`src/fcs_pkg.sv`:
```
// Purpose: shared constants, types and state record of the flash command sequencer
// Assumes: 32-bit CPU store/load strobes on the system clock
// Notes: offsets are compared on address bits 15:8; bits 7:0 are never decoded
package fcs_pkg;
  // spacing the cpu must keep between command writes; the sequencer does not check it
  localparam int MIN_WR_GAP_CYC = 15;
  localparam int OFF_MSB = 15;
  localparam int OFF_LSB = 8;
  localparam int ID_SEL_MSB = 15;
  localparam int ID_SEL_LSB = 14;
  localparam int PAGE_WORDS = 4;
  localparam logic [7:0] OFF_UNLOCK_A = 8'h55;
  localparam logic [7:0] OFF_UNLOCK_B = 8'haa;
  localparam logic [7:0] DAT_UNLOCK_A = 8'haa;
  localparam logic [7:0] DAT_UNLOCK_B = 8'h55;
  localparam logic [7:0] CMD_READ = 8'hf0;
  localparam logic [7:0] CMD_ID = 8'h90;
  localparam logic [7:0] CMD_PROG = 8'ha0;
  localparam logic [7:0] CMD_ERASE = 8'h80;
  localparam logic [7:0] CMD_CHIP = 8'h10;
  localparam logic [7:0] CMD_BLOCK = 8'h30;
  localparam logic [7:0] CMD_PBIT_PROG = 8'h9a;
  localparam logic [7:0] CMD_PBIT_ERASE = 8'h6a;
  localparam logic [1:0] ID_SEL_MAKER = 2'h0;
  localparam logic [1:0] ID_SEL_DEVICE = 2'h1;
  localparam logic [1:0] ID_SEL_MACRO = 2'h3;
  localparam logic [1:0] ID_SEL_RESET = 2'h0;
  localparam logic DONE_RESET = 1'b1;

  typedef enum logic [3:0] {
    ST_IDLE, ST_U1, ST_U2, ST_PG, ST_E3, ST_E4, ST_E5, ST_P6, ST_BUSY, ST_FAIL
  } fcs_state_e;

  typedef enum logic [2:0] {
    OP_PROG, OP_CHIP, OP_BLOCK, OP_PBIT_PROG, OP_PBIT_ERASE
  } fcs_op_e;

  typedef struct packed {
    logic processor_store_word;
    logic processor_load_word;
    logic [31:0] addr;
    logic [31:0] wdata;
  } fcs_bus_s;

  typedef struct packed {
    logic start;
    fcs_op_e kind;
    logic [31:0] program_page_address;
    logic [PAGE_WORDS-1:0][31:0] program_word;
  } fcs_op_s;

  typedef struct packed {
    fcs_state_e state;
    logic id_mode;
    logic [1:0] identification_select_address;
    logic mask_rom;
    logic [1:0] word_cnt;
    logic [7:0] cmd;
    fcs_op_s op;
    logic [31:0] rdata;
    logic rvalid;
    logic done;
  } fcs_reg_s;
endpackage : fcs_pkg

```
`src/fcs_sequencer.sv`:
```
// Purpose: decodes unlock-prefixed cpu store sequences into flash operations and serves loads
// Assumes: the array engine answers each op_req.start with op_done or op_fail
// Notes: all state is one record; one comb block computes nxt_st, one clocked block stores it
module fcs_sequencer #(
  parameter logic [7:0] MAKER_CODE = 8'h3c,  // arbitrary value
  parameter logic [7:0] DEVICE_CODE = 8'h71, // arbitrary value
  parameter logic [7:0] MACRO_CODE = 8'h2e   // arbitrary value
) (
  input wire logic clock,
  input wire logic sys_rst,
  input wire logic rom_is_mask,
  input wire fcs_pkg::fcs_bus_s bus_req,
  output logic [31:0] load_data,
  output logic load_valid,
  output logic [31:0] array_rd_addr,
  input wire logic [31:0] array_rd_data,
  output fcs_pkg::fcs_op_s op_req,
  input wire logic op_done,
  input wire logic op_fail,
  output logic automatic_operation_done_flag
);
  fcs_pkg::fcs_reg_s st_ff;
  fcs_pkg::fcs_reg_s nxt_st;
  logic wr;
  logic [7:0] off;
  logic [7:0] dbyte;
  logic [1:0] wr_sel;
  logic [31:0] wr_data;
  logic [31:0] id_word;

  function automatic logic hit(input logic [7:0] o, input logic [7:0] d,
                               input logic [7:0] eo, input logic [7:0] ed);
    hit = (o == eo) && (d == ed);
  endfunction : hit

  function automatic logic [31:0] id_code(input logic [1:0] sel);
    case (sel)
      fcs_pkg::ID_SEL_MAKER: id_code = {24'h000000, MAKER_CODE};
      fcs_pkg::ID_SEL_DEVICE: id_code = {24'h000000, DEVICE_CODE};
      fcs_pkg::ID_SEL_MACRO: id_code = {24'h000000, MACRO_CODE};
      default: id_code = 32'h00000000;
    endcase
  endfunction : id_code

  // a mask rom part has no sequencer, so its stores never reach the decoder
  assign wr = bus_req.processor_store_word && !st_ff.mask_rom;
  // commands decode only offset bits 15:8 and the low data byte; page words and operation addresses keep all 32 bits
  assign off = bus_req.addr[fcs_pkg::OFF_MSB:fcs_pkg::OFF_LSB];
  assign dbyte = bus_req.wdata[7:0];
  assign wr_sel = bus_req.addr[fcs_pkg::ID_SEL_MSB:fcs_pkg::ID_SEL_LSB];
  assign wr_data = bus_req.wdata;
  assign id_word = id_code(st_ff.identification_select_address);
  assign array_rd_addr = bus_req.addr;

  always_comb begin
    nxt_st = st_ff;
    nxt_st.op.start = 1'b0;
    nxt_st.rvalid = bus_req.processor_load_word;
    if (bus_req.processor_load_word) begin
      nxt_st.rdata = (st_ff.id_mode && !st_ff.mask_rom) ? id_word : array_rd_data;
    end
    // each store is decoded in the cycle it arrives; closely spaced stores are decoded just the same
    case (st_ff.state)
      fcs_pkg::ST_IDLE: begin
        if (wr) begin
          if (st_ff.id_mode) begin
            nxt_st.identification_select_address = wr_sel;
          end
          if (dbyte == fcs_pkg::CMD_READ) begin
            nxt_st.id_mode = 1'b0;
          end else if (hit(off, dbyte, fcs_pkg::OFF_UNLOCK_A, fcs_pkg::DAT_UNLOCK_A)) begin
            nxt_st.state = fcs_pkg::ST_U1;
          end
        end
      end
      fcs_pkg::ST_U1: begin
        if (wr) begin
          nxt_st.state = hit(off, dbyte, fcs_pkg::OFF_UNLOCK_B, fcs_pkg::DAT_UNLOCK_B) ?
                         fcs_pkg::ST_U2 : fcs_pkg::ST_IDLE;
        end
      end
      fcs_pkg::ST_U2: begin
        if (wr) begin
          nxt_st.state = fcs_pkg::ST_IDLE;
          nxt_st.cmd = dbyte;
          if (off == fcs_pkg::OFF_UNLOCK_A) begin
            case (dbyte)
              fcs_pkg::CMD_READ: nxt_st.id_mode = 1'b0;
              fcs_pkg::CMD_ID: begin
                nxt_st.id_mode = 1'b1;
                nxt_st.identification_select_address = fcs_pkg::ID_SEL_RESET;
              end
              fcs_pkg::CMD_PROG: begin
                nxt_st.state = fcs_pkg::ST_PG;
                nxt_st.word_cnt = 2'h0;
              end
              fcs_pkg::CMD_ERASE, fcs_pkg::CMD_PBIT_PROG, fcs_pkg::CMD_PBIT_ERASE: begin
                nxt_st.state = fcs_pkg::ST_E3;
              end
              default: begin
              end
            endcase
          end
        end
      end
      fcs_pkg::ST_PG: begin
        if (wr) begin
          // words fill the page in the order they arrive; the first store names the page
          nxt_st.op.program_word[st_ff.word_cnt] = wr_data;
          if (st_ff.word_cnt == 2'h0) begin
            nxt_st.op.program_page_address = bus_req.addr;
          end
          nxt_st.word_cnt = st_ff.word_cnt + 2'h1;
          if (st_ff.word_cnt == 2'h3) begin
            nxt_st.op.start = 1'b1;
            nxt_st.op.kind = fcs_pkg::OP_PROG;
            nxt_st.state = fcs_pkg::ST_BUSY;
          end
        end
      end
      fcs_pkg::ST_E3: begin
        if (wr) begin
          nxt_st.state = hit(off, dbyte, fcs_pkg::OFF_UNLOCK_A, fcs_pkg::DAT_UNLOCK_A) ?
                         fcs_pkg::ST_E4 : fcs_pkg::ST_IDLE;
        end
      end
      fcs_pkg::ST_E4: begin
        if (wr) begin
          nxt_st.state = hit(off, dbyte, fcs_pkg::OFF_UNLOCK_B, fcs_pkg::DAT_UNLOCK_B) ?
                         fcs_pkg::ST_E5 : fcs_pkg::ST_IDLE;
        end
      end
      fcs_pkg::ST_E5: begin
        if (wr) begin
          nxt_st.state = fcs_pkg::ST_IDLE;
          nxt_st.op.program_page_address = bus_req.addr;
          if (st_ff.cmd == fcs_pkg::CMD_ERASE) begin
            if (hit(off, dbyte, fcs_pkg::OFF_UNLOCK_A, fcs_pkg::CMD_CHIP)) begin
              nxt_st.op.start = 1'b1;
              nxt_st.op.kind = fcs_pkg::OP_CHIP;
              nxt_st.state = fcs_pkg::ST_BUSY;
            end else if (dbyte == fcs_pkg::CMD_BLOCK) begin
              nxt_st.op.start = 1'b1;
              nxt_st.op.kind = fcs_pkg::OP_BLOCK;
              nxt_st.state = fcs_pkg::ST_BUSY;
            end
          end else if (hit(off, dbyte, fcs_pkg::OFF_UNLOCK_A, st_ff.cmd)) begin
            nxt_st.state = fcs_pkg::ST_P6;
          end
        end
      end
      fcs_pkg::ST_P6: begin
        if (wr) begin
          nxt_st.state = fcs_pkg::ST_IDLE;
          if (dbyte == st_ff.cmd) begin
            nxt_st.op.start = 1'b1;
            nxt_st.op.kind = (st_ff.cmd == fcs_pkg::CMD_PBIT_PROG) ? fcs_pkg::OP_PBIT_PROG :
                             fcs_pkg::OP_PBIT_ERASE;
            nxt_st.op.program_page_address = bus_req.addr;
            nxt_st.state = fcs_pkg::ST_BUSY;
          end
        end
      end
      fcs_pkg::ST_BUSY: begin
        // stores are dropped here; only the engine's answer moves the state
        if (op_fail) begin
          nxt_st.state = fcs_pkg::ST_FAIL;
        end else if (op_done) begin
          nxt_st.state = fcs_pkg::ST_IDLE;
        end
      end
      fcs_pkg::ST_FAIL: begin
        // a failed operation locks the sequencer until system reset
        nxt_st.state = fcs_pkg::ST_FAIL;
      end
      default: nxt_st.state = fcs_pkg::ST_IDLE;
    endcase
    nxt_st.done = (nxt_st.state != fcs_pkg::ST_BUSY) && (nxt_st.state != fcs_pkg::ST_FAIL);
    if (sys_rst) begin
      nxt_st = '0;
      nxt_st.state = fcs_pkg::ST_IDLE;
      nxt_st.done = fcs_pkg::DONE_RESET;
      // strap is caught while reset is held, the bus is idle then
      nxt_st.mask_rom = rom_is_mask;
    end
  end

  always_ff @(posedge clock) begin
    st_ff <= nxt_st;
  end

  assign load_data = st_ff.rdata;
  assign load_valid = st_ff.rvalid;
  assign op_req = st_ff.op;
  assign automatic_operation_done_flag = st_ff.done;
endmodule : fcs_sequencer

```
`config.mk`:
```
export PLATFORM = sky130hd
export DESIGN_NAME = fcs_sequencer
export DESIGN_NICKNAME = d
export VERILOG_FILES = /design/src/fcs_pkg.sv /design/src/fcs_sequencer.sv
export SDC_FILE = /design/constraint.sdc
export NUM_CORES = 1
export LEC_CHECK = 0
export BUFFER_PORTS_ARGS = -buffer_cell sky130_fd_sc_hd__buf_4
export CAP_MARGIN = 0
export CORE_ASPECT_RATIO = 0.5
export CORE_MARGIN = 2
export CORE_UTILIZATION = 25
export CTS_BUF_LIST = sky130_fd_sc_hd__clkbuf_16
export CTS_CLUSTER_DIAMETER = 40
export CTS_CLUSTER_SIZE = 25
export DETAILED_ROUTE_END_ITERATION = 16
export SYNTH_ARGS = -nofsm -noshare
export SYNTH_HDL_FRONTEND = slang
export SYNTH_SLANG_ARGS = --single-unit
```
`constraint.sdc`:
```
create_clock -name clock -period 2.3 [get_ports clock]
set_input_delay 0.345 -clock clock [delete_from_list [all_inputs] [get_ports clock]]
set_output_delay 0.345 -clock clock [all_outputs]
set_load 0.01 [all_outputs]
```
==> metrics <==
outcome=finished clean; clock tree sinks=216; largest net degree at the start of global routing=106; Critical Path End Type=flip-flop; Hold Crit Class=in2reg; io pins=333; Die Span X=291 µm; Pre-antenna DRT Iters=6; reg2reg setup slack=330 ps; Seq cells post-synth=216; initial antenna violation count=0; crit-path max FO=7; Slew HR=51.4%; Post-synth EDFFs=1; final antenna-violating net count=0; type of the worst setup path=reg2reg; Avg Inst Size Synth=7.92 µm²; Starting Density=25.4%; Worst-path clk slew=60 ps; syn_nets=1412; Post-Synthesis Cell Area=10300 µm²; Finished Core Util=31.8%; post-DR vias/cell=4.40; DP Wirelength=23000 µm; Min-Delay Path Depth=3; gr usage total=14.5%; post-synthesis cell type count=57; Gate Count Post-Synth=1300; Worst R2R End=op_req[160]; min Tclk post-route=1970 ps; GPL Wtd Cong=0.865; worst stage delay on the critical path=500 ps; post-synthesis sequential area ratio=42.1%; Antenna Cells=0; Port-buffer cells=332; most frequent cells in the layout=buf_4, nand2_1, dfxtp_1; final setup TNS=0 ps; Fin. Hold Viols=0; max_cap viols=0; Synth-to-Final Area Change=25.3%; clock insertion delay at the later pin of the skew report=500 ps; Worst Setup EP=op_req[160]; final WL=33000 µm; setup bufs post-CTS=0; ys async rst share=0%; Worst-Margin Slew=729 ps; CTS tree=built; Final Skew=22.8 ps; fraction of layout cells with a size suffix above 1=30.7%; total grt overflow=0; Worst Setup SP=st_ff[205]; core area=40500 µm²; # DRC=0; pwr dens=750 nW/µm²; maximum vdd ir drop=0.000352 V; Synth Flop Type=dfxtp_1; routed via count=8589; most common cell after layout, fill and taps aside=buf_4; clk root buf=clkbuf_16; DIE HEIGHT=147 µm; Synth warnings=0; Critical Path, Cell by Cell=xnor2_1 -> nand4_1 -> or3_4 -> and3_4 -> o31a_1; die area=42900 µm²; first-pass GRT wire length=48800 µm; slowest library cell on the worst path=or3_4; RSZ-0062 raised after global routing=false; FILL cells=4298; # rows=52; TritonCTS Buffers=36; Final Cycle Share=85.5%; clk buf depth=3; vias in the first global route=8030; Max Fclk=0.509 GHz; Worst Setup Start Kind=flip-flop; Crit path arrival time=2340 ps; post-DR wirelength/cell=16.9 µm; DRT iter0 DRCs=510; nets@finish=1499; Setup violations, final=0; Lkg Pwr=0.00512 µW; worst r2r src=st_ff[205]; worst path required time=2670 ps; H-tree levels=2; R2R cell count=5; fin. max-slew vios=0
[through the flow]
step	worst slack, ps	total power (µW)	cells	instance area (µm²)	hold WS (ps)
global route	152	10000	1953	12900	81.9
global placement	224	4420	1888	11700	442
CTS	263	9830	1953	12900	76.9
detailed placement	233	4420	1888	11700	447
floorplan	449	4160	1300	10300	437
finish	333	9670	1953	12900	107
[kinds of logic (layout without fill, tap and decap cells)]
kind of cell	after synthesis	after routing	synth area share (%)
flops	216	216	42.1
fa+ha+maj	9	9	1.09
simple gates	456	456	20.3
xor+xnor	8	8	0.681
buf+inv	326	439	20.6
compound gates	277	277	14.4
mux	8	8	0.778
[power by group]
group          switching (µW)  leakage (µW)  internal [µW]
Clock                    1930      0.000583           3400
Combinational             291       0.00278            251
Sequential               18.0       0.00175           3780
[timing repair]
item | in CTS | in global routing
resized for setup | 0 | 1
endpoints found under the hold margin | 1 | 0
hold buffers | 1 | 0
endpoints found under the setup margin | 0 | 1
[Yosys cell counts, drive strengths merged (9+ instances only)]
| cell type | instances | share of area [%] |
|---|---|---|
| o21ai | 39 | 1.9 |
| nand2 | 276 | 10 |
| nand3 | 60 | 2.9 |
| inv | 10 | 0.36 |
| ha | 9 | 1.1 |
| nand2b | 29 | 1.8 |
| buf | 251 | 18 |
| a21oi | 203 | 9.9 |
| dfxtp | 215 | 42 |
| nor2 | 31 | 1.1 |
| nor3 | 10 | 0.49 |
| nand4 | 13 | 0.79 |
| clkbuf | 65 | 2.4 |
[metal layers]
layer | routed length [µm] | up-vias | GRT usage [%] | share of wire [%]
met3 | 1270 | 52 | 2.56 | 3.8
met2 | 17200 | 162 | 26.2 | 52
met5 | 0 | - | 0 | 0
met4 | 775 | 0 | 4.59 | 2.4
met1 | 13700 | 4094 | 17.5 | 42
li1 | - | 4281 | - | -
[area by class of cell]
| class | instances | area [µm²] | share of cell area, % |
|---|---|---|---|
| inverter | 10 | 37.5 | 0.291 |
| clock inverter | 27 | 274 | 2.12 |
| sequential | 216 | 4340 | 33.6 |
| tap | 540 | 676 | 5.24 |
| timing repair buffer | 365 | 2810 | 21.8 |
| multi-input combinational | 758 | 3840 | 29.8 |
| clock buffer | 37 | 926 | 7.18 |
[worst min path at each step]
stage	start	to
floorplan	flip-flop	flip-flop
global placement	flip-flop	flip-flop
detailed placement	flip-flop	flip-flop
CTS	bus_req[21]	flip-flop
global route	bus_req[21]	flip-flop
finish	bus_req[21]	flip-flop
[critical path, delay by kind of cell (launching register included)]
family / cells / cell delay, ps
AND/OR/NAND/NOR: 3 / 980
flip-flops: 1 / 440
AO/OA/AOI/OAI: 1 / 280
XOR/XNOR: 1 / 150
No activity file was read; power rests on OpenSTA's default activity.
